File: config.mk
export PLATFORM = sky130hd
export DESIGN_NAME = bit_toggle_and_flag_branch_exec
export DESIGN_NICKNAME = d
export VERILOG_FILES = /design/src/btg_branch_pkg.sv /design/src/bit_toggle_and_flag_branch_exec.sv /design/src/quarter_phase_gen.sv
export SDC_FILE = /design/constraint.sdc
export NUM_CORES = 1
export LEC_CHECK = 0
export ABC_AREA = 0
export BUFFER_PORTS_ARGS = -buffer_cell sky130_fd_sc_hd__buf_2
export CAP_MARGIN = 25
export CELL_PAD_IN_SITES_DETAIL_PLACEMENT = 0
export CELL_PAD_IN_SITES_GLOBAL_PLACEMENT = 1
export CORE_MARGIN = 3
export CORE_UTILIZATION = 40
export CTS_CLUSTER_DIAMETER = 80
export CTS_CLUSTER_SIZE = 8
export DETAILED_ROUTE_END_ITERATION = 16
export GPL_TIMING_DRIVEN = 0
export PLACE_DENSITY_LB_ADDON = 0.1
export REMOVE_ABC_BUFFERS = 1
export SETUP_SLACK_MARGIN = 0.4
export SLEW_MARGIN = 20
export SYNTH_ARGS = -nofsm -noshare
export SYNTH_HDL_FRONTEND = slang
export SYNTH_SLANG_ARGS = --single-unit
File: constraint.sdc
create_clock -name sys_clk_i -period 3.9 [get_ports sys_clk_i]
set_input_delay 0.195 -clock sys_clk_i [delete_from_list [all_inputs] [get_ports sys_clk_i]]
set_output_delay 0.195 -clock sys_clk_i [all_outputs]
set_load 0.1 [all_outputs]
File: src/btg_branch_pkg.sv
/*
  Shared constants and types for the bit toggle and flag branch executor.
  Assumes a 50 MHz system clock and a four-quarter instruction cycle.
*/
package toggle_branch_pkg;
	// Data and program widths
	localparam int PC_W = 21;
	localparam int DADDR_W = 12;
	// Opcode patterns, upper byte or upper nibble
	localparam logic [3:0] TOGGLE_NIBBLE = 4'h7;
	localparam logic [7:0] BR_OVF_BYTE = 8'hE4;
	localparam logic [7:0] BR_ZERO_BYTE = 8'hE0;
	// Field positions in the instruction word
	localparam int BIT_LSB = 9;
	localparam int ACC_POS = 8;
	// Literal offset window and access bank split
	localparam logic [7:0] INDEXED_TOP = 8'h5F;
	localparam logic [7:0] ACCESS_SPLIT = 8'h80;
	localparam logic [3:0] ACCESS_HIGH_BANK = 4'hF;
	localparam logic [3:0] ACCESS_LOW_BANK = 4'h0;
	// Register word indices on the slave bus
	localparam logic [1:0] CTRL_IDX = 2'h0;
	localparam logic [1:0] INDEX_IDX = 2'h1;
	localparam logic [1:0] PC_IDX = 2'h2;
	localparam logic [1:0] STATUS_IDX = 2'h3;
	// Control field positions and reset values
	localparam int CTRL_EXT_POS = 0;
	localparam int CTRL_BANK_LSB = 8;
	localparam logic CTRL_EXT_RESET = 1'b0;
	localparam logic [3:0] BANK_RESET = 4'h0;
	localparam logic [11:0] INDEX_RESET = 12'h000;
	localparam logic [20:0] PC_RESET = 21'h00_0000;
	// Status field positions
	localparam int STAT_TAKEN_POS = 0;
	localparam int STAT_FLUSH_POS = 1;
	// Quarter phases, Gray coded
	typedef enum logic [1:0] {
		PH_Q1 = 2'b00,
		PH_Q2 = 2'b01,
		PH_Q3 = 2'b11,
		PH_Q4 = 2'b10
	} phase_type;
	// Decoded operation
	typedef enum logic [1:0] {
		OP_NONE = 2'b00,
		OP_TOGGLE = 2'b01,
		OP_BR_OVF = 2'b11,
		OP_BR_ZERO = 2'b10
	} op_type;
endpackage

File: src/bit_toggle_and_flag_branch_exec.sv
/*
  Executor for bit toggle and the overflow / zero relative branches,
  with a small Avalon-MM register slave for control and observation.
  Assumes instr_i is the word at pc_o, held valid while wanted, and a
  data memory that returns read data the cycle after mem_rd_en_o.
  Opcodes other than these three are taken and otherwise ignored.
*/
// Local design decisions: the register offsets and register access over Avalon-MM.
//
// Functional notes
// RULE_01: Toggle reads byte, flips one bit, writes back
// RULE_02: Access bit clear uses access bank
// RULE_03: Access bit set uses bank select
// RULE_04: Indexed mode: a clear, extended, f<=95
// RULE_05: Overflow branch 1110 0100, taken on overflow
// RULE_06: Zero branch 1110 0000, taken on zero
// RULE_07: Target is incremented PC plus twice offset
// RULE_08: Branch one word, taken costs nop cycle
// RULE_09: Flags untouched; toggle read Q2, write Q4
// RULE_10: Untaken branch writes no PC
`timescale 1ns/1ps
`default_nettype none
module bit_toggle_and_flag_branch_exec (
	// Clock and reset
	input wire logic sys_clk_i,
	input wire logic srst_i,
	// Instruction fetch
	input wire logic [15:0] instr_i,
	input wire logic instr_valid_i,
	output logic instr_taken_o,
	output logic [toggle_branch_pkg::PC_W-1:0] pc_o,
	// Status flags from the core
	input wire logic overflow_flag_i,
	input wire logic zero_flag_i,
	// Data memory
	output logic [toggle_branch_pkg::DADDR_W-1:0] mem_addr_o,
	output logic mem_rd_en_o,
	input wire logic [7:0] mem_rdata_i,
	output logic mem_we_o,
	output logic [7:0] mem_wdata_o,
	// Avalon-MM slave
	input wire logic [1:0] avs_address_i,
	input wire logic avs_read_i,
	input wire logic avs_write_i,
	input wire logic [31:0] avs_writedata_i,
	input wire logic [3:0] avs_byteenable_i,
	output logic [31:0] avs_readdata_o,
	output logic avs_waitrequest_o
);
	import toggle_branch_pkg::*;

	// Whole state of the executor
	typedef struct packed {
		logic [PC_W-1:0] pc;
		logic [3:0] bank;
		logic ext_en;
		logic [DADDR_W-1:0] idx_base;
		op_type op;
		logic [7:0] arg;
		logic [2:0] bitsel;
		logic [DADDR_W-1:0] addr;
		logic [7:0] wdata;
		logic rd_en;
		logic we;
		logic flush;
		logic last_taken;
		logic instr_taken;
		logic wait_req;
		logic [31:0] rdata;
	} exec_state_type;

	exec_state_type st_q;
	exec_state_type st_d;
	phase_type phase;

	// Quarter sequencer
	quarter_phase_gen u_phase (
		.sys_clk_i(sys_clk_i),
		.srst_i(srst_i),
		.phase_o(phase)
	);

	// Decode, execute and bus slave
	always_comb begin
		logic [7:0] f_addr;
		logic [31:0] mask;
		logic [31:0] merged;
		logic [31:0] cur;
		logic cond;
		f_addr = instr_i[7:0];
		mask = {{8{avs_byteenable_i[3]}}, {8{avs_byteenable_i[2]}},
			{8{avs_byteenable_i[1]}}, {8{avs_byteenable_i[0]}}};
		cur = 32'h0000_0000;
		merged = 32'h0000_0000;
		cond = 1'b0;
		st_d = st_q;
		st_d.instr_taken = 1'b0;
		st_d.rd_en = 1'b0;
		st_d.we = 1'b0;

		unique case (phase)
			PH_Q1: begin
				st_d.op = OP_NONE;
				if (st_q.flush) begin
					// RULE_08: taken branch nop cycle
					st_d.flush = 1'b0;
				end else if (instr_valid_i) begin
					st_d.instr_taken = 1'b1;
					// Counter moves on before execution
					st_d.pc = st_q.pc + PC_W'(2);
					st_d.arg = instr_i[7:0];
					st_d.bitsel = instr_i[BIT_LSB +: 3];
					if (instr_i[15:12] == TOGGLE_NIBBLE) begin
						st_d.op = OP_TOGGLE;
						// RULE_09: read issued for Q2
						st_d.rd_en = 1'b1;
						if (instr_i[ACC_POS]) begin
							// RULE_03: bank select chooses bank
							st_d.addr = {st_q.bank, f_addr};
						end else if (st_q.ext_en && f_addr <= INDEXED_TOP) begin
							// RULE_04: indexed literal offset
							st_d.addr = st_q.idx_base + {4'h0, f_addr};
						end else if (f_addr < ACCESS_SPLIT) begin
							// RULE_02: access bank, low half
							st_d.addr = {ACCESS_LOW_BANK, f_addr};
						end else begin
							// RULE_02: access bank, high half
							st_d.addr = {ACCESS_HIGH_BANK, f_addr};
						end
					// RULE_05: overflow branch decode
					end else if (instr_i[15:8] == BR_OVF_BYTE) begin
						st_d.op = OP_BR_OVF;
					// RULE_06: zero branch decode
					end else if (instr_i[15:8] == BR_ZERO_BYTE) begin
						st_d.op = OP_BR_ZERO;
					end
				end
			end
			PH_Q2: begin
				// Read data arrives next quarter
			end
			PH_Q3: begin
				if (st_q.op == OP_TOGGLE) begin
					// RULE_01: flip only selected bit
					st_d.wdata = mem_rdata_i ^ (8'h01 << st_q.bitsel);
					// RULE_09: write back in Q4
					st_d.we = 1'b1;
				end
				// RULE_05: overflow condition
				if (st_q.op == OP_BR_OVF) begin
					cond = overflow_flag_i;
				end
				// RULE_06: zero condition
				if (st_q.op == OP_BR_ZERO) begin
					cond = zero_flag_i;
				end
				if (st_q.op == OP_BR_OVF || st_q.op == OP_BR_ZERO) begin
					st_d.last_taken = cond;
				end
				if (cond) begin
					// RULE_07: incremented PC plus 2n
					st_d.pc = st_q.pc + {{(PC_W-9){st_q.arg[7]}}, st_q.arg, 1'b0};
					// RULE_08: discard next fetch
					st_d.flush = 1'b1;
				end
				// RULE_10: untaken branch leaves PC
			end
			PH_Q4: begin
				// RULE_09: status flags never driven
			end
		endcase

		// Slave: one wait cycle, then answer
		st_d.wait_req = 1'b1;
		if ((avs_read_i || avs_write_i) && st_q.wait_req) begin
			st_d.wait_req = 1'b0;
			unique case (avs_address_i)
				CTRL_IDX: begin
					cur = 32'h0000_0000;
					cur[CTRL_EXT_POS] = st_q.ext_en;
					cur[CTRL_BANK_LSB +: 4] = st_q.bank;
				end
				INDEX_IDX: cur = {20'h0_0000, st_q.idx_base};
				PC_IDX: cur = {11'h000, st_q.pc};
				STATUS_IDX: begin
					cur = 32'h0000_0000;
					cur[STAT_TAKEN_POS] = st_q.last_taken;
					cur[STAT_FLUSH_POS] = st_q.flush;
				end
			endcase
			st_d.rdata = avs_read_i ? cur : 32'h0000_0000;
			merged = (cur & ~mask) | (avs_writedata_i & mask);
			if (avs_write_i) begin
				unique case (avs_address_i)
					CTRL_IDX: begin
						st_d.ext_en = merged[CTRL_EXT_POS];
						st_d.bank = merged[CTRL_BANK_LSB +: 4];
					end
					INDEX_IDX: st_d.idx_base = merged[DADDR_W-1:0];
					// Software load beats a branch in the same cycle
					PC_IDX: st_d.pc = merged[PC_W-1:0];
					// Status is read only
					STATUS_IDX: begin
					end
				endcase
			end
		end
	end

	// State register
	always_ff @(posedge sys_clk_i) begin
		if (srst_i) begin
			st_q <= '{pc: PC_RESET, bank: BANK_RESET, ext_en: CTRL_EXT_RESET,
				idx_base: INDEX_RESET, op: OP_NONE, arg: 8'h00, bitsel: 3'h0,
				addr: 12'h000, wdata: 8'h00, rd_en: 1'b0, we: 1'b0, flush: 1'b0,
				last_taken: 1'b0, instr_taken: 1'b0, wait_req: 1'b1,
				rdata: 32'h0000_0000};
		end else begin
			st_q <= st_d;
		end
	end

	// Outputs straight from the state register
	assign instr_taken_o = st_q.instr_taken;
	assign pc_o = st_q.pc;
	assign mem_addr_o = st_q.addr;
	assign mem_rd_en_o = st_q.rd_en;
	assign mem_we_o = st_q.we;
	assign mem_wdata_o = st_q.wdata;
	assign avs_readdata_o = st_q.rdata;
	assign avs_waitrequest_o = st_q.wait_req;
endmodule
`default_nettype wire

File: src/quarter_phase_gen.sv
/*
  Quarter phase sequencer: walks Q1..Q4 once per four system clocks.
  Assumes a synchronous active-high reset shared with the executor.
*/
`timescale 1ns/1ps
`default_nettype none
module quarter_phase_gen (
	// Clock and reset
	input wire logic sys_clk_i,
	input wire logic srst_i,
	// Current quarter
	output var toggle_branch_pkg::phase_type phase_o
);
	import toggle_branch_pkg::*;

	// Whole state of the sequencer
	typedef struct packed {
		phase_type phase;
	} seq_state_type;

	seq_state_type seq_q;
	seq_state_type seq_d;

	// Next quarter along the Gray path
	always_comb begin
		seq_d = seq_q;
		unique case (seq_q.phase)
			PH_Q1: seq_d.phase = PH_Q2;
			PH_Q2: seq_d.phase = PH_Q3;
			PH_Q3: seq_d.phase = PH_Q4;
			PH_Q4: seq_d.phase = PH_Q1;
		endcase
	end

	// Register, Q1 after reset
	always_ff @(posedge sys_clk_i) begin
		if (srst_i) begin
			seq_q <= '{phase: PH_Q1};
		end else begin
			seq_q <= seq_d;
		end
	end

	assign phase_o = seq_q.phase;
endmodule
`default_nettype wire

# Yosys cells after proc, flatten, opt, wreduce, memory -nomap -nowiden
# Index checks and enable logic that the tools add are counted.
[totals] inputBits=69 ff_bits=111
[op_classes] n_bitwise=9 n_reduce_logical=17 n_lt_le_gt_ge=2 shift=1 n_addsub=3 eq_ne=13 mux=31
[op_table] op="$pmux W32 S4" count=1
[op_table] op="$mux W21" count=4
[op_table] op="$mux W38" count=2
[op_table] op="$mux W32" count=2
[op_table] op="$mux W12" count=5
[op_table] op="$mux W25" count=2
[op_table] op="$and A21 B21 Y21" count=2
[op_table] op="$pmux W21 S2" count=1
[op_table] op="$mux W33" count=1
[op_table] op="$add A21 B2 Y21 const B" count=1
[op_table] op="$add A21 B21 Y21" count=1
[op_table] op="$not A21 Y21" count=1
[op_table] op="$or A21 B21 Y21" count=1
[op_table] op="$eq A8 B8 Y1 const B" count=2
[op_table] op="$add A12 B8 Y12" count=1
[op_table] op="$eq A2 B2 Y1 const B" count=6
[op_table] op="$reduce_and A3 Y1" count=3
[op_table] op="$le A8 B7 Y1 const B" count=1
[op_table] op="$lt A8 B8 Y1 const B" count=1
[op_table] op="$pmux W2 S4" count=1
[op_table] op="$shl A1 B3 Y8 const A" count=1
[op_table] op="$xor A8 B8 Y8" count=1
[op_table] op="$mux W1" count=7
[op_table] op="$eq A2 B1 Y1 const B" count=3
[op_table] op="15 further kinds" count=25

# Longest topological paths before layout
[logic_depth] word_depth=9 ltp_mapped=11 depth_no_buf=11

# Hierarchy
# Synthesis repeated with hierarchy kept, for this count alone.
[unflattened] cells_unflattened=873 area_unflattened_um2=6831.6
[by_module_without_submodules] module="bit_toggle_and_flag_branch_exec" n_inst=1 area_per_inst_um2=6781.5 cells_each=869
[by_module_without_submodules] module="quarter_phase_gen" n_inst=1 area_per_inst_um2=50.0 cells_each=4

# Worst setup path after synthesis
# Ideal clock, no wire load.
[synth_path] path_type="reg-to-reg" start="register st_q[68] (netlist name)" end="register st_q (netlist bit pc_o[17])" t_required_ns=3.821 path_slack_ns=1.443 path_buffers=0 stages_incl_launch_ff=10 arrival_time_ns=2.378 cell_sequence="dfxtp_1 ha_1 a21o_1 a21o_1 a21o_1 a2111oi_1 o22ai_1 xnor2_1 a211o_1 o211ai_1"
[synth_via] elab_chain_len=6
[synth_lines] element="start, declared" line="bit_toggle_and_flag_branch_exec.sv:72" source="exec_state_type st_q;"
[synth_lines] element="start signal, assigned" line="bit_toggle_and_flag_branch_exec.sv:213" source="st_q <= '{pc: PC_RESET, bank: BANK_RESET, ext_en: CTRL_EXT_RESET,"
[synth_lines] element="start signal, assigned" line="bit_toggle_and_flag_branch_exec.sv:219" source="st_q <= st_d;"
[synth_lines] element="$add A21 B21 Y21 (*)" line="bit_toggle_and_flag_branch_exec.sv:162" source="st_d.pc = st_q.pc + {{(PC_W-9){st_q.arg[7]}}, st_q.arg, 1'b0};"
[synth_lines] element="$mux W21 (*)" line="bit_toggle_and_flag_branch_exec.sv:160" source="if (cond) begin"
[synth_lines] element="$pmux W21 S2 (*)" line="bit_toggle_and_flag_branch_exec.sv:101" source="unique case (phase)"
[synth_lines] element="$mux W21" line="bit_toggle_and_flag_branch_exec.sv:194" source="unique case (avs_address_i)"
[synth_lines] element="$mux W38" line="bit_toggle_and_flag_branch_exec.sv:193" source="if (avs_write_i) begin"
[synth_lines] element="$mux W38 (*)" line="bit_toggle_and_flag_branch_exec.sv:175" source="if ((avs_read_i || avs_write_i) && st_q.wait_req) begin"
# Every way passes the cells marked *; elsewhere a longest branch is shown, timed or not.
# A chain may end at the register's enable or synchronous reset.

# Worst setup path after layout
# Ends and elaborated chain as after synthesis.

==> flow_summary.toml <==
[die]
io_pins = 146
die_area_um2 = 18900
initial_core_util = 0.413
rows = 47
core_um2 = 16800
die_x_um = 137
die_h_um = 137

[clock_network]
cts_root_buf = "clkbuf_16"
cts_resized = 0
clock_path_buffers = 2
cts.clk_slew.worst_paths_ps = 70
hold_buffers = 0
htreeDepth = 3
cts_buffers = 9
worstSkewPairLatency_ps = 350
clock_sinks = 100
cts_tree = "done"
postCtsSetupRepairBufs = 0

[logic_synthesis]
syn_area_um2 = 6920
synth-seq-cells = 100
yosysSeqAreaShare = 0.289
yosys-top-cells-count = "nor2_1, dfxtp_1, nand2_1"
yosysWarnings = 0
avgSynthCellArea_um2 = 7.85
synth_edf_count = 0
netlist_top_cells_area = "dfxtp_1, buf_4, ha_1"
synth-main-ff-cell = "dfxtp_1"
yosysTopAreaCellShare = 0.289
async_reset_ff_frac = 0
synth_top_area_cell = "dfxtp_1"
yosysMostFrequentCell = "nor2_1"
netlist_instances = 881
synth.distinct_cells = 79

[sta]
fin_skew_ps = 7.79
slew_headroom = 0.313
hold_viol_final = 0
fin_crit_ps = 2910
postLayoutSetupSlackWorst_ps = 992
setup_tns_ps = 0
rsz0062_at_grt = "false"
slew_viol_final = 0
setup_viol = 0
max_slew.worst_pin.slew_ps = 1030
fmaxAchievable_mhz = 344
fin_crit_sh = 0.746

[flow_run]
max_cap_violations = 0

[min_path]
hp-class = "primary input to flop"

[worst_setup_path]
crit_family = "compound AO/OA/AOI/OAI gates"
worstPathArrival_ps = 3190
worstSetupPathDepth = 9
worstSetupEndpoint = "pc_o[17]"
worstPathMaxFanout = 15
crit_path_start = "st_q[68]"
crit_top_cell = "a21o_1"
r2r_start = "st_q[68]"
cp_slowest_cell = "dfxtp_1"
ff2ff_path_depth = 9
endpoint_kind = "flop"
path_class = "flop to flop"
r2r-end = "pc_o[17]"
cp_slowest_stage_delay_ps = 700
critPathLaunchType = "flop"
path_cells = "ha_1 -> a21o_1 -> a21o_1 -> a21o_1 -> a2111oi_1 -> o22ai_1 -> xnor2_1 -> a211o_1 -> o211ai_1"
critPathBufInv = 0
worstPathRequired_ps = 4180
r2r_slack_ps = 990

[placement]
portBuffers = 122
pre_cts_ws_ps = 962
routabilityCongestion = 0.879
hpwl_um = 15900
place_area_um2 = 7150

[pwr]
total_power_w = 0.00295
power_leakage_nw = 3.22
p_per_area_nw_per_um2 = 394
vdd_ir_drop_max_mv = 0.240

[layout]
final_cell_area_um2 = 7500
area.growth.synth_to_final_pct = 8.50
antennaDiodeCount = 0
drive_gt1_frac = 0.193
postLayoutCoreUtil = 0.448
nFillCells = 1759
final_nets = 1011

[detailed_routing]
viasPerCell = 5.62
num_vias = 6375
avgRoutedWirePerCell_um = 18.4
antenna_left = 0
drtIter0Drc = 431
drc = 0
wirelength_um = 20900
drt-pass1-iter-count = 5

[global_routing]
grt_max_degree = 57
track_usage = 0.223
antenna_found_initial = 0
grt_first_pass_wirelength_um = 33000
grt.overflow.total = 0
grt_pass1_vias = 6148

[status]
status = "finished, final reports clean"
==> tightest hold or removal path: stages <==
cell and delay, ps:
buf_2 100, nand2_1 50, a21oi_1 50
==> where the power goes <==
group	switching [W]	internal (W)	leakage (nW)
sequential	0.0000840	0.00106	0.811
clock	0.000418	0.000599	0.158
combinational	0.000573	0.000215	2.25
==> per-layer routing <==
metal	GRT usage	wire length (µm)	vias up
li1	-	-	3108
met1	0.303	9670	3039
met2	0.366	9670	208
met3	0.0460	1250	20
met4	0.0455	324	0
met5	0	0	-
==> cells in the final DEF (no fill, tap or decap), types with 4 or more instances in the layout <==
cell type / netlist / routed
xnor2_1: 24 / 24
a21oi_1: 57 / 57
nor2_1: 101 / 101
nand3_1: 21 / 21
nand2b_1: 8 / 8
xor2_1: 16 / 16
a31oi_1: 7 / 7
a22o_1: 8 / 8
mux2_2: 10 / 10
mux2i_1: 14 / 14
nand3b_1: 5 / 5
nand2_1: 97 / 97
and3_1: 6 / 6
nor4_1: 4 / 4
nor2b_1: 8 / 8
o211ai_1: 8 / 8
inv_1: 13 / 13
buf_2: 9 / 121
clkbuf_16: 0 / 9
nor3_1: 24 / 24
conb_1: 1 / 11
and2_1: 9 / 9
a21o_1: 15 / 15
a22oi_1: 23 / 23
dfxtp_1: 100 / 100
o21ai_0: 42 / 41
o21a_1: 8 / 8
a221oi_1: 9 / 9
ha_1: 31 / 31
a211oi_1: 22 / 22
==> cell families after synthesis <==
kind of cell,share of synthesized area
buf+inv,0.114
mux,0.0398
other cells,0.000542
compound gates,0.234
fa+ha+maj,0.0619
simple gates,0.210
flops,0.289
xor+xnor,0.0507
==> worst min path at each step <==
stage	to	from	slack, ps	depth (start not counted)
after floorplan	mem_addr_o[1]	srst_i	260	1
after CTS	st_q[60]	instr_i[11]	80	3
after global routing	st_q[60]	instr_i[11]	80	3
after global placement	mem_addr_o[1]	mem_addr_o[1]	440	2
after detailed placement	mem_addr_o[1]	mem_addr_o[1]	440	2
final	st_q[58]	instr_i[9]	90	3
==> state kept, by name (all words and copies together) (netlist names) <==
| signal | flops |
|---|---|
| mem_addr_o | 12 |
| avs_waitrequest_o | 1 |
| instr_taken_o | 1 |
| avs_readdata_o | 21 |
| u_phase.phase_o | 2 |
| pc_o | 21 |
| mem_we_o | 1 |
| st_q | 32 |
| mem_rd_en_o | 1 |
| mem_wdata_o | 8 |
==> final cells by class <==
type / count / area [µm²] / share of cell area
clock inverter: 5 / 83.8 / 0.0112
multi-input combinational: 658 / 4170 / 0.555
timing repair buffer: 126 / 671 / 0.0894
sequential: 100 / 2000 / 0.267
inverter: 14 / 52.6 / 0.00700
clock buffer: 11 / 253 / 0.0337
tap: 220 / 275 / 0.0367
==> metrics by stage <==
step / std cells / hold WS, ps
finish: 1134 / 89.7
global route: 1134 / 84.6
CTS: 1132 / 76.5
detailed placement: 1116 / 445
global placement: 1114 / 437
floorplan: 772 / 264
(Power assumes the default switching activity.)
